===== src/shared/clock_gen_unit_pkg.sv =====
// Purpose: constants and types shared by the clock generation and reset unit
// Assumes: one 25 MHz system clock; all slower clocks are one-cycle enables
// Notes:   source codes index the group and PLL source selectors
package clock_gen_unit_pkg;
  localparam int NUM_GROUPS = 11;
  localparam int SRC_W      = 3;
  localparam int ACC_W      = 16;

  // base clock source codes (group selectors)
  localparam logic [2:0] SRC_OSC   = 3'h0;
  localparam logic [2:0] SRC_RTC   = 3'h1;
  localparam logic [2:0] SRC_BCK   = 3'h2;
  localparam logic [2:0] SRC_WS    = 3'h3;
  localparam logic [2:0] SRC_CARD  = 3'h4;
  localparam logic [2:0] SRC_LPPLL = 3'h5;
  localparam logic [2:0] SRC_HSPLL = 3'h6;
  localparam logic [2:0] SRC_OFF   = 3'h7;
  // on a PLL selector code 5 means the other PLL
  localparam logic [2:0] PLL_SRC_OTHER = 3'h5;
  localparam logic [2:0] GRP_SEL_RESET = SRC_OSC;

  // PLL field widths
  localparam int LP_MUL_W  = 5;
  localparam int LP_PDIV_W = 2;
  localparam int HS_NDIV_W = 8;
  localparam int HS_MUL_W  = 10;
  localparam int HS_PDIV_W = 4;

  // fractional divider layout: groups 0..2 own one, groups 3..5 own two
  localparam int FD_ONE_LAST   = 2;
  localparam int FD_MULTI_LAST = 5;
  localparam int FD_MULTI_N    = 2;
  localparam int FD_TOTAL      = 9;

  // peripheral bus bridge
  localparam int         PB_GROUP  = 0;
  localparam logic [1:0] PB_CYCLES = 2'h3;

  // reset timing
  localparam int         CLK_PERIOD_NS   = 40;
  localparam int         RST_STRETCH_NS  = 200;
  localparam int         RST_STRETCH_CYC = (RST_STRETCH_NS + CLK_PERIOD_NS - 1) / CLK_PERIOD_NS;
  localparam int         RST_CNT_W       = 4;
  localparam logic [31:0] RESET_VECTOR   = 32'h0000_0000;

  typedef enum logic [2:0] {
    SW_RUN  = 3'b001,
    SW_STOP = 3'b010,
    SW_WAIT = 3'b100
  } sw_state_t;
endpackage


===== src/hdl/clock_gen_unit.sv =====
// Purpose: clock generation and reset unit: PLLs, group source switching,
//          fractional dividers, per-function gating and chip/block resets
// Assumes: every generated clock is a one-cycle enable on i_clk
// Notes:   external clock pins are treated as slow levels and edge-detected
// How it works
// - chip reset is raised by power-on reset, the reset pin or a watchdog request and by nothing else.
// - on reset release chip reset drops and fetch starts from the reset vector 0; block resets follow one cycle later.
// - a sticky flag records that the last chip reset came from the watchdog.
// - each block has its own software reset output driven from a control bit.
// - each PLL selects osc, rtc, bit clock, word select, card clock or the other PLL.
// - the low-power PLL multiplies by 1 to 32 and divides by 1, 2, 4 or 8.
// - the high-speed PLL divides by 1 to 256, multiplies by 1 to 1024, divides by 1 to 16.
// - eleven groups each select one of several base clock sources.
// - changing a group source never yields a runt or glitch on the group clock.
// - groups 0-2 own one fractional divider, groups 3-5 two, assignable per function.
// - every function has its own clock enable.
// - in auto mode an event signal turns a function clock on and off.
// - a peripheral bus access completes in three peripheral clock ticks.
`timescale 1ns/1ps
module clock_gen_unit
  import clock_gen_unit_pkg::*;
#(
  parameter int FUNCS   = 4,
  parameter int NUM_BLK = 16
) (
  // clock and power-on reset
  input  wire logic                           i_clk,
  input  wire logic                           i_rst_n,
  // external clock and reset pins
  input  wire logic                           i_osc_clk,
  input  wire logic                           i_rtc_clk,
  input  wire logic                           i_bck,
  input  wire logic                           i_ws,
  input  wire logic                           i_card_clk,
  input  wire logic                           i_rst_pin_n,
  // watchdog
  input  wire logic                           i_wdt_rst_req,
  input  wire logic                           i_wdt_flag_clr,
  // low-power PLL
  input  wire logic [SRC_W-1:0]               i_lp_src,
  input  wire logic [LP_MUL_W-1:0]            i_lp_mul,
  input  wire logic [LP_PDIV_W-1:0]           i_lp_pdiv,
  // high-speed PLL
  input  wire logic [SRC_W-1:0]               i_hs_src,
  input  wire logic [HS_NDIV_W-1:0]           i_hs_ndiv,
  input  wire logic [HS_MUL_W-1:0]            i_hs_mul,
  input  wire logic [HS_PDIV_W-1:0]           i_hs_pdiv,
  // groups, dividers, functions
  input  wire logic [NUM_GROUPS*SRC_W-1:0]    i_grp_sel,
  input  wire logic [FD_TOTAL*ACC_W-1:0]      i_fd_num,
  input  wire logic [FD_TOTAL*ACC_W-1:0]      i_fd_den,
  input  wire logic [NUM_GROUPS*FUNCS-1:0]    i_func_en,
  input  wire logic [NUM_GROUPS*FUNCS-1:0]    i_func_auto,
  input  wire logic [NUM_GROUPS*FUNCS-1:0]    i_func_evt,
  input  wire logic [NUM_GROUPS*FUNCS-1:0]    i_func_fd_sel,
  // block software resets
  input  wire logic [NUM_BLK-1:0]             i_sw_rst,
  // peripheral bus bridge
  input  wire logic                           i_pb_req,
  output logic                                o_pb_ready,
  output logic                                o_pb_done,
  // clock enables and group switch status
  output logic                                o_lp_tick,
  output logic                                o_hs_tick,
  output logic [NUM_GROUPS-1:0]               o_grp_tick,
  output logic [NUM_GROUPS-1:0]               o_grp_switching,
  output logic [NUM_GROUPS*FUNCS-1:0]         o_func_tick,
  // resets and status
  output logic                                o_chip_rst_n,
  output logic                                o_fetch_start,
  output logic [31:0]                         o_fetch_addr,
  output logic                                o_wdt_caused,
  output logic [NUM_BLK-1:0]                  o_blk_rst_n
);

  typedef struct packed {
    logic [5:0]                           s1;
    logic [5:0]                           s2;
    logic [5:0]                           s3;
    logic                                 lp_tick;
    logic                                 hs_tick;
    logic [ACC_W-1:0]                     lp_acc;
    logic [ACC_W-1:0]                     hs_acc;
    logic [HS_NDIV_W-1:0]                 hs_pre;
    logic [NUM_GROUPS-1:0][SRC_W-1:0]     cur;
    sw_state_t [NUM_GROUPS-1:0]           st;
    logic [NUM_GROUPS-1:0]                grp_tick;
    logic [FD_TOTAL-1:0][ACC_W-1:0]       fd_acc;
    logic [FD_TOTAL-1:0]                  fd_tick;
    logic [NUM_GROUPS*FUNCS-1:0]          func_tick;
    logic [RST_CNT_W-1:0]                 rst_cnt;
    logic                                 chip_rst;
    logic                                 fetch_start;
    logic                                 wdt_flag;
    logic [NUM_BLK-1:0]                   blk_rst;
    logic [1:0]                           pb_cnt;
    logic                                 pb_busy;
    logic                                 pb_done;
  } state_t;

  state_t s;
  state_t next_s;

  // rate accumulator: adds step per input tick, one output pulse per div reached
  function automatic logic [ACC_W:0] rate_step(input logic [ACC_W-1:0] acc,
                                               input logic             tick,
                                               input logic [ACC_W-1:0] step,
                                               input logic [ACC_W-1:0] div);
    logic [ACC_W:0] sum;
    sum = {1'b0, acc} + (tick ? {1'b0, step} : {(ACC_W+1){1'b0}});
    if (div == {ACC_W{1'b0}}) begin
      return {tick, {ACC_W{1'b0}}};
    end
    if (sum >= {1'b0, div}) begin
      sum = sum - {1'b0, div};
      // saturate the backlog; a fast ratio caps at one pulse per cycle
      if (sum[ACC_W]) begin
        sum = {1'b0, {ACC_W{1'b1}}};
      end
      return {1'b1, sum[ACC_W-1:0]};
    end
    return {1'b0, sum[ACC_W-1:0]};
  endfunction

  function automatic logic pll_in(input logic [SRC_W-1:0] sel,
                                  input logic [4:0]       pins,
                                  input logic             other);
    if (sel == PLL_SRC_OTHER) begin
      return other;
    end else if (sel < PLL_SRC_OTHER) begin
      return pins[sel];
    end
    return 1'b0;
  endfunction

  function automatic int fd_count(input int g);
    if (g <= FD_ONE_LAST) begin
      return 1;
    end else if (g <= FD_MULTI_LAST) begin
      return FD_MULTI_N;
    end
    return 0;
  endfunction

  function automatic int fd_base(input int g);
    if (g <= FD_ONE_LAST) begin
      return g;
    end
    return FD_ONE_LAST + 1 + (g - FD_ONE_LAST - 1) * FD_MULTI_N;
  endfunction

  always_comb begin
    logic [4:0]       pin_tick;
    logic [7:0]       src;
    logic [ACC_W:0]   r;
    logic             lp_in;
    logic             hs_in;
    logic             hs_pre_tick;
    logic [SRC_W-1:0] req;
    logic             base;
    logic             en;
    logic             pin_low;
    logic             chip_req;
    int               b;
    int               n;
    int               i;
    pin_tick    = s.s2[4:0] & ~s.s3[4:0];
    src         = {1'b0, s.hs_tick, s.lp_tick, pin_tick};
    r           = '0;
    lp_in       = 1'b0;
    hs_in       = 1'b0;
    hs_pre_tick = 1'b0;
    req         = '0;
    base        = 1'b0;
    en          = 1'b0;
    pin_low     = ~s.s2[5];
    chip_req    = pin_low | i_wdt_rst_req;
    b           = 0;
    n           = 0;
    i           = 0;
    next_s      = s;

    // pin synchronisers and edge stages
    next_s.s1 = {i_rst_pin_n, i_card_clk, i_ws, i_bck, i_rtc_clk, i_osc_clk};
    next_s.s2 = s.s1;
    next_s.s3 = s.s2;

    // low-power PLL
    lp_in          = pll_in(i_lp_src, pin_tick, s.hs_tick);
    r              = rate_step(s.lp_acc, lp_in,
                               ACC_W'({1'b0, i_lp_mul}) + ACC_W'(1),
                               ACC_W'(1) << i_lp_pdiv);
    next_s.lp_tick = r[ACC_W];
    next_s.lp_acc  = r[ACC_W-1:0];

    // high-speed PLL: pre-divider, then multiply and post-divide
    hs_in = pll_in(i_hs_src, pin_tick, s.lp_tick);
    if (hs_in) begin
      if (s.hs_pre >= i_hs_ndiv) begin
        next_s.hs_pre = '0;
        hs_pre_tick   = 1'b1;
      end else begin
        next_s.hs_pre = s.hs_pre + HS_NDIV_W'(1);
      end
    end
    r              = rate_step(s.hs_acc, hs_pre_tick,
                               ACC_W'({1'b0, i_hs_mul}) + ACC_W'(1),
                               ACC_W'({1'b0, i_hs_pdiv}) + ACC_W'(1));
    next_s.hs_tick = r[ACC_W];
    next_s.hs_acc  = r[ACC_W-1:0];

    for (int g = 0; g < NUM_GROUPS; g++) begin
      req = i_grp_sel[g*SRC_W +: SRC_W];
      // glitch-free source change
      case (s.st[g])
        SW_RUN: begin
          if (req != s.cur[g]) begin
            next_s.st[g] = SW_STOP;
          end
        end
        SW_STOP: begin
          // old clock finishes its period before it is dropped
          if (src[s.cur[g]] || s.cur[g] == SRC_OFF) begin
            next_s.cur[g] = req;
            next_s.st[g]  = SW_WAIT;
          end
        end
        SW_WAIT: begin
          // first new edge only aligns; the next one is passed
          if (src[s.cur[g]] || s.cur[g] == SRC_OFF) begin
            next_s.st[g] = SW_RUN;
          end
        end
        default: begin
          next_s.st[g] = SW_RUN;
        end
      endcase
      next_s.grp_tick[g] = (s.st[g] == SW_RUN) && (req == s.cur[g]) && src[s.cur[g]];

      b = fd_base(g);
      n = fd_count(g);
      for (int k = 0; k < FD_MULTI_N; k++) begin
        if (k < n) begin
          r = rate_step(s.fd_acc[b+k], s.grp_tick[g],
                        i_fd_num[(b+k)*ACC_W +: ACC_W],
                        i_fd_den[(b+k)*ACC_W +: ACC_W]);
          next_s.fd_tick[b+k] = r[ACC_W];
          next_s.fd_acc[b+k]  = r[ACC_W-1:0];
        end
      end

      for (int f = 0; f < FUNCS; f++) begin
        i = g * FUNCS + f;
        if (n == 0) begin
          base = s.grp_tick[g];
        end else if (n == 1) begin
          base = s.fd_tick[b];
        end else begin
          base = s.fd_tick[b + int'(i_func_fd_sel[i])];
        end
        en = i_func_auto[i] ? i_func_evt[i] : i_func_en[i];
        next_s.func_tick[i] = base & en & ~s.chip_rst;
      end
    end

    // chip reset and its stretch
    if (chip_req) begin
      next_s.rst_cnt  = RST_CNT_W'(RST_STRETCH_CYC);
      next_s.chip_rst = 1'b1;
    end else if (s.rst_cnt != '0) begin
      next_s.rst_cnt  = s.rst_cnt - RST_CNT_W'(1);
      next_s.chip_rst = 1'b1;
    end else begin
      next_s.chip_rst = 1'b0;
    end
    next_s.fetch_start = s.chip_rst & ~next_s.chip_rst;

    // watchdog cause flag: set wins over clear
    if (i_wdt_rst_req) begin
      next_s.wdt_flag = 1'b1;
    end else if (pin_low || i_wdt_flag_clr) begin
      next_s.wdt_flag = 1'b0;
    end

    next_s.blk_rst = i_sw_rst | {NUM_BLK{s.chip_rst}};

    // peripheral bus bridge timing
    next_s.pb_done = 1'b0;
    if (!s.pb_busy) begin
      if (i_pb_req && !s.chip_rst) begin
        next_s.pb_busy = 1'b1;
        next_s.pb_cnt  = '0;
      end
    end else if (s.grp_tick[PB_GROUP]) begin
      if (s.pb_cnt == PB_CYCLES - 2'h1) begin
        next_s.pb_busy = 1'b0;
        next_s.pb_done = 1'b1;
      end else begin
        next_s.pb_cnt = s.pb_cnt + 2'h1;
      end
    end
  end

  always_ff @(posedge i_clk or negedge i_rst_n) begin
    if (!i_rst_n) begin
      s             <= '0;
      s.cur         <= {NUM_GROUPS{GRP_SEL_RESET}};
      for (int g = 0; g < NUM_GROUPS; g++) begin
        s.st[g]     <= SW_RUN;
      end
      s.rst_cnt     <= RST_CNT_W'(RST_STRETCH_CYC);
      s.chip_rst    <= 1'b1;
      s.blk_rst     <= {NUM_BLK{1'b1}};
    end else begin
      s <= next_s;
    end
  end

  always_comb begin
    for (int g = 0; g < NUM_GROUPS; g++) begin
      o_grp_switching[g] = (s.st[g] != SW_RUN);
    end
  end

  assign o_pb_ready    = ~s.pb_busy & ~s.chip_rst;
  assign o_pb_done     = s.pb_done;
  assign o_lp_tick     = s.lp_tick;
  assign o_hs_tick     = s.hs_tick;
  assign o_grp_tick    = s.grp_tick;
  assign o_func_tick   = s.func_tick;
  assign o_chip_rst_n  = ~s.chip_rst;
  assign o_fetch_start = s.fetch_start;
  assign o_fetch_addr  = RESET_VECTOR;
  assign o_wdt_caused  = s.wdt_flag;
  assign o_blk_rst_n   = ~s.blk_rst;

endmodule


===== config.mk =====
export PLATFORM = sky130hd
export DESIGN_NAME = clock_gen_unit
export DESIGN_NICKNAME = d
export VERILOG_FILES = /design/src/shared/clock_gen_unit_pkg.sv /design/src/hdl/clock_gen_unit.sv
export SDC_FILE = /design/constraint.sdc
export NUM_CORES = 1
export LEC_CHECK = 0
export BUFFER_PORTS_ARGS = -buffer_cell sky130_fd_sc_hd__buf_2
export CORE_MARGIN = 2
export CORE_UTILIZATION = 30
export DETAILED_ROUTE_END_ITERATION = 12
export GPL_TIMING_DRIVEN = 0
export PLACE_DENSITY = 0.54
export SLEW_MARGIN = 20
export SYNTH_ARGS = -nofsm -noshare
export SYNTH_HDL_FRONTEND = slang
export SYNTH_SLANG_ARGS = --single-unit

===== constraint.sdc =====
create_clock -name i_clk -period 4.7 [get_ports i_clk]
set_input_delay 0.94 -clock i_clk [delete_from_list [all_inputs] [get_ports i_clk]]
set_output_delay 0.94 -clock i_clk [all_outputs]
set_load 0.01 [all_outputs]

==> results of run 1 <==
## how the worst max path moves through the flow
| stage | startpoint | end | slack [ns] | cells past startpoint |
|---|---|---|---|---|
| 3_3_place_gp | i_rst_n | s[200] | -5.52 | 1 |
| 4_1_cts | s[301] | s[311] | -0.15 | 24 |
| 2_1_floorplan | i_hs_ndiv[0] | s[313] | -0.34 | 24 |
| 6_report | s[301] | s[312] | -0.09 | 26 |
| 3_5_place_dp | next_s[347] | s[311] | -1.35 | 20 |
| 5_1_grt | s[301] | s[310] | -0.34 | 26 |
## flip-flops by register name (all words and copies together) (netlist names)
| register | cells |
|---|---|
| o_func_tick | 44 |
| o_fetch_start | 1 |
| o_wdt_caused | 1 |
| next_s | 12 |
| s | 288 |
| o_lp_tick | 1 |
| o_pb_done | 1 |
| o_hs_tick | 1 |
| o_grp_tick | 11 |
## placed cells by master (no fill, tap or decap), types with 65 or more instances in the layout
cell type / count
buf_2: 615
dfrtp_1: 323
buf_4: 315
inv_1: 296
ha_1: 290
nor2_1: 251
a21oi_1: 188
xnor2_1: 182
and2_1: 145
nand2_1: 138
a21o_1: 121
o21ai_0: 118
xor2_1: 111
a21oi_2: 80
nor3_1: 75
o221a_4: 72
mux2i_1: 65
## where the power goes
part           switching, uW  internal (uW)  leakage, uW
Clock                   1680           2570     0.000889
Combinational          10100           9980       0.0165
Sequential               825           4250      0.00415
Total                  12600          16800       0.0216
## stage by stage
stage,instances,cell area (um2),setup WS (ns)
6_report,6147,45500,-0.0890
5_1_grt,6143,45500,-0.338
4_1_cts,6040,43000,-0.152
3_5_place_dp,5790,38900,-1.35
3_3_place_gp,5786,38800,-5.52
2_1_floorplan,3757,33900,-0.339
## what timing repair did
| action | 4_1_cts | 5_1_grt |
|---|---|---|
| buffers inserted | 153 | 95 |
| endpoints found under the setup margin | 186 | 187 |
| pin swaps | 179 | 211 |
| gates cloned | 9 | 5 |
| resized for setup | 245 | 335 |
## logic make-up (layout without fill, tap and decap cells)
group,count (synthesis),count (layout)
buffers and inverters,461,1427
multiplexers,128,128
other,1,41
adder cells (fa/ha/maj),352,352
AND/OR/NAND/NOR,1088,1089
AO/OA/AOI/OAI,1009,1009
flip-flops,360,360
XOR/XNOR,327,327
## per-layer routing
metal | vias up | track usage (%) | share of wire (%)
li1 | 15300 | - | -
met1 | 14700 | 24.8 | 45
met2 | 744 | 31.6 | 47
met3 | 188 | 3.10 | 5.0
met4 | 16 | 6.55 | 3.1
met5 | - | 0 | 0.094
## layout make-up
class	instances	area share (%)
diodes	9	0.0495
plain buffers	152	2.76
clock buffers	70	3.23
clock inverters	25	0.773
inverters	301	2.50
multi-input cells	2937	54.9
flip-flops and latches	360	19.9
well taps	1414	3.89
repair buffers	879	11.9
==> results by group, run 1 <==
Pwr
  – Power per Cell Area: 647 nW/um2
  – Max VDD drop: 293 uV
  – Static leakage: 0.0216 uW
  – Pwr Total: 29400 uW

Routing
  – Drt first pass iters: 6
  – DR vias: 31000
  – Routed len/inst: 18.3 um
  – Drt drc: 0
  – Antenna-violating nets left: 0
  – Final wirelength: 113 mm
  – Vias per cell: 5.04
  – DRT iter0 DRCs: 1526

Global routing
  – Antenna violations before repair: 20
  – Pin count of the biggest net entering global routing: 85
  – Via count of the first global-routing pass: 30400
  – Global-route wire length before repair: 168 mm
  – GRT Total Usage: 19.0%
  – Total grt overflow: 0

Outcome
  – Failing checks: setup timing
  – Status: finished with violations

Logic synthesis
  – Synth top area cells: dfrtp_1 25%, ha_1 13%, xnor2_1 5.6%, a21oi_1 4.3%, inv_1 3.4%
  – Synth top cells by count: 330 x dfrtp_1, 330 x ha_1, 299 x inv_1
  – Post-synthesis cell type count: 89
  – EDFF count, synth: 0
  – Asr flop ratio synth: 100%
  – Post-Synth Simple-Gate Area: 17.9%
  – Cell taking the most area after synthesis: dfrtp_1
  – Register area share after synthesis: 27.6%
  – Synth Warn #: 0
  – Top cell type's share of synthesized area: 25.2%
  – Synthesized cell area: 32800 um2
  – Area fraction in compound gates after synthesis: 21.0%
  – Mux contribution to synthesized area: 4.58%
  – Adder-cell share of the synthesized area: 13.9%
  – Flop and latch count out of synthesis: 360
  – Ys flop type: dfrtp_1
  – Main combinational cell family by area after synthesis: compound AO/OA/AOI/OAI gates
  – Synth Instances: 3726
  – Syn_area_per_cell: 8.81 um2
  – Xor/xnor share of the synthesized area: 8.73%

Floorplanning
  – Std-Cell Core Area: 109000 um2
  – Die W: 335 um
  – # rows: 121
  – Ports: 680
  – Initial Utilization: 30.2%
  – Die height: 335 um
  – Die ar.: 112000 um2

Clock tree
  – Clock Path Buffers: 3
  – Post-CTS Hold Buffers: 0
  – CTS buffer count: 51
  – Clock-pin slew on the worst setup and hold paths: 0.06 ns
  – Clock H-tree levels: 2
  – Worst-Skew Late Latency: 0.65 ns
  – CTS sink cnt: 360
  – CTS root buf: clkbuf_16
  – CTS tree: done

Min path
  – Worst Hold Class: primary input to async pin

Layout
  – Final core utilization: 41.8%
  – Area grow syn2layout: 38.5%
  – Share of layout cells above drive strength 1: 37.0%
  – Post-layout net count: 5593
  – Area taken by multi-input logic gates: 25000 um2
  – Fill cells: 10800
  – FF/Latch Area: 9060 um2

STA
  – Setup Total Neg Slack: -0.855 ns
  – Slew margin rel.: 26.3%
  – Achievable Freq: 209 MHz
  – RSZ-0062 raised after global routing: yes
  – Endpoints failing setup: 16
  – Setup WS post-layout: -0.0890 ns
  – Final Cycle Share: 102%
  – Clock period minus final worst setup slack: 4.79 ns
  – Worst Skew: 0.0239 ns
  – Hold Fails Final Rpt: 0
  – Max Transition Viols Final: 0
  – Slew of the pin with the lowest slew margin: 1.11 ns
  – Hold slack: 0.169 ns

Run
  – Max_cap viols: 0

Setup path
  – FF-to-FF Start: s[301]
  – Slowest stage delay, CP: 0.41 ns
  – R2r endpoint: s[312]
  – CP Capture Type: flip-flop
  – Crit Path Category: flip-flop to flip-flop
  – Register-to-register setup slack: -0.09 ns
  – R2R cell count: 26
  – Worst Path Buf+Inv: 4
  – Critical Path Start Type: flip-flop
  – CP max stage cell: fa_2
  – Most used cell, CP: a21o_1
  – Worst EP arrival: 5.27 ns
  – Top Family by Delay on Critical Path: compound AO/OA/AOI/OAI gates
  – Critical path peak fanout: 5
  – WP data required: 5.18 ns

Place
  – Gpl congestion: 0.902
  – I/O Buffers: 615
  – HPWL after DPL: 85.3 mm
(Power assumes the default switching activity.)
==> run 2: changes to the inputs <==
--- a/config.mk
+++ b/config.mk
@@ -7,10 +7,10 @@
 export LEC_CHECK = 0
 export BUFFER_PORTS_ARGS = -buffer_cell sky130_fd_sc_hd__buf_2
 export CORE_MARGIN = 2
-export CORE_UTILIZATION = 30
+export CORE_UTILIZATION = 25
 export DETAILED_ROUTE_END_ITERATION = 12
 export GPL_TIMING_DRIVEN = 0
-export PLACE_DENSITY = 0.54
+export PLACE_DENSITY = 0.47
 export SLEW_MARGIN = 20
 export SYNTH_ARGS = -nofsm -noshare
 export SYNTH_HDL_FRONTEND = slang
==> results by group, run 2 (synthesis results as in run 1) <==
Outcome
  – Status: finished with violations
  – Failing checks: setup timing

Routing
  – Drt drc: 0 (unchanged)
  – Vias per cell: 4.74 (-5.9%)
  – Final wirelength: 116 mm (+3.1%)
  – Drt first pass iters: 5 (-1)
  – DR vias: 30800 (-0.46%)
  – Routed len/inst: 17.9 um (-2.6%)
  – DRT iter0 DRCs: 1230 (-19%)
  – Antenna-violating nets left: 0 (unchanged)

Global routing
  – Pin count of the biggest net entering global routing: 73 (-14%)
  – M1 GR Usage: 21.1% (-3.7 points)
  – GR Util met2: 27.7% (-3.8 points)
  – Busiest grt layer: met2
  – Met3 usage: 3.60% (+0.50 points)
  – Total grt overflow: 0 (unchanged)
  – GRT Total Usage: 16.6% (-2.4 points)
  – Global-route wire length before repair: 177 mm (+5.1%)
  – Via count of the first global-routing pass: 31000 (+1.9%)
  – Antenna violations before repair: 37 (+85%)

Clock tree
  – Clock Path Buffers: 3 (unchanged)
  – CTS buffer count: 53 (+3.9%)
  – Clock H-tree levels: 2 (unchanged)
  – Clock-pin slew on the worst setup and hold paths: 0.06 ns (about the same)
  – CTS root buf: clkbuf_16
  – Worst-Skew Late Latency: 0.64 ns (about the same)
  – Post-CTS Hold Buffers: 0 (unchanged)
  – CTS tree: done
  – CTS sink cnt: 360 (unchanged)

STA
  – Slew of the pin with the lowest slew margin: 1.04 ns (-0.0651 ns)
  – Setup Total Neg Slack: -1.61 ns (-0.752 ns)
  – Final Cycle Share: 102% (+0.27 points)
  – Achievable Freq: 208 MHz (-0.26%)
  – Slew margin rel.: 30.0% (+3.7 points)
  – Endpoints failing setup: 44 (+28)
  – Hold slack: 0.159 ns (-0.0108 ns)
  – Clock period minus final worst setup slack: 4.80 ns (+0.0126 ns)
  – Hold Fails Final Rpt: 0 (unchanged)
  – Max Transition Viols Final: 0 (unchanged)
  – Worst Skew: 0.0206 ns (-0.00329 ns)
  – Setup WS post-layout: -0.102 ns (-0.0126 ns)
  – RSZ-0062 raised after global routing: yes

Floorplanning
  – Initial Utilization: 25.3% (-4.9 points)
  – # rows: 132 (+9.1%)
  – Die W: 366 um (+9.4%)
  – Die ar.: 134000 um2 (+20%)
  – Std-Cell Core Area: 130000 um2 (+19%)
  – Ports: 680 (unchanged)
  – Die height: 366 um (+9.4%)

Min path
  – Worst Hold Class: primary input to async pin

Setup path
  – Top Family by Delay on Critical Path: compound AO/OA/AOI/OAI gates
  – Most used cell, CP: a21o_1
  – Worst Path Buf+Inv: 3 (-1)
  – Slowest stage delay, CP: 0.60 ns (+0.19 ns)
  – Crit Path Category: flip-flop to flip-flop
  – CP max stage cell: fa_2
  – CP Capture Type: flip-flop
  – Worst EP arrival: 5.33 ns (+0.06 ns)
  – Critical path peak fanout: 9 (+4)
  – WP data required: 5.23 ns (+0.05 ns)
  – Critical Path Start Type: flip-flop

Pwr
  – Pwr Total: 29700 uW (+1.1%)
  – Static leakage: 0.0217 uW (+0.74%)
  – Max VDD drop: 321 uV (+9.8%)
  – Power per Cell Area: 640 nW/um2 (-1.0%)

Place
  – Gpl congestion: 0.857 (-5.0%)
  – I/O Buffers: 615 (unchanged)
  – HPWL after DPL: 90.1 mm (+5.7%)
  – Dpl cells: 6120 (+5.7%)

Layout
  – Register name with the most flops: s
  – Non-Filler Instances: 6502 (+5.8%)
  – Max reg flops: 288 (unchanged)
  – Area grow syn2layout: 41.5%
  – Final core utilization: 35.8% (-6.1 points)
  – Post-layout net count: 5612 (+0.34%)
  – Leading cell type in the layout, fill and taps excluded: buf_2
  – Share of layout cells above drive strength 1: 38.2% (+1.2 points)
  – Most frequent cells in the layout: 618 x buf_2, 324 x dfrtp_1, 320 x buf_4

Run
  – Max_cap viols: 0 (unchanged)
-- run 2: cell types whose count changed in the layout (fill, tap and decap cells not counted), moves of 7 or more --
cell,before,now
o221a_4,72,62
o221a_2,8,18
ha_1,290,282
diode_2,9,17
a221oi_1,12,5
ha_4,28,39
-- run 2: report_power, final --
part	total (uW)	switching, uW	leakage [uW]	internal [uW]
Sequential	5120	868	0.00415	4250
Combinational	20400	10200	0.0167	10200
Clock	4210	1690	0.000885	2530
-- run 2: final cells by class --
| class | count | area [um2] |
|---|---|---|
| Clock buffer | 77 | 1540 |
| Buffer | 154 | 1300 |
| Sequential cell | 360 | 9060 |
| Timing Repair Buffer | 895 | 5610 |
| Tap cell | 1742 | 2180 |
| Inverter | 301 | 1140 |
| Multi-Input combinational cell | 2936 | 25300 |
| Clock inverter | 20 | 240 |
| Fill cell | 13400 | 83400 |
| Antenna cell | 17 | 42.5 |
-- run 2: worst paths after layout --
path / start / endpoint / slack, ns / cells past startpoint
setup reg to reg: s[301] / s[313] / -0.10 / 25
max in group asynchronous: i_rst_n / s[15] / 3.39 / 3
hold reg to reg: next_s[350] / next_s[344] / 0.35 / 0
setup / recovery: s[301] / s[313] / -0.10 / 25
hold / removal: i_rst_n / s[309] / 0.16 / 1
min in group i_clk: next_s[350] / next_s[344] / 0.35 / 0
-- run 2: what timing repair did --
| action | CTS | global route |
|---|---|---|
| buffers inserted | 161 | 105 |
| cloned | 11 | 2 |
| resized for setup | 325 | 326 |
| hold endpoints to repair | 0 | 0 |
| setup endpoints to repair | 187 | 187 |
| pin swaps | 191 | 220 |
-- run 2: per-stage QoR --
stage          setup WS [ns]  area (um2)
4_1_cts               -0.229       44000
6_report              -0.102       46400
5_1_grt               -0.346       46400
3_3_place_gp           -5.82       39200
2_1_floorplan         -0.339       33900
3_5_place_dp           -1.34       39400
-- run 2: worst register-to-register path: cells and delay by family (launching register included) --
family                     cells  cell delay [ns]
buffers and inverters          3             0.35
adders and majority gates      4             1.18
DFF                            1             0.39
AOI/OAI and AO/OA             10             1.63
and+or+nand+nor                8             1.12
-- run 2: routing by layer --
metal | wire (um) | share of wire, %
met1 | 51400 | 44
met5 | 232 | 0.20
met4 | 3180 | 2.7
met3 | 6180 | 5.3
met2 | 55100 | 47
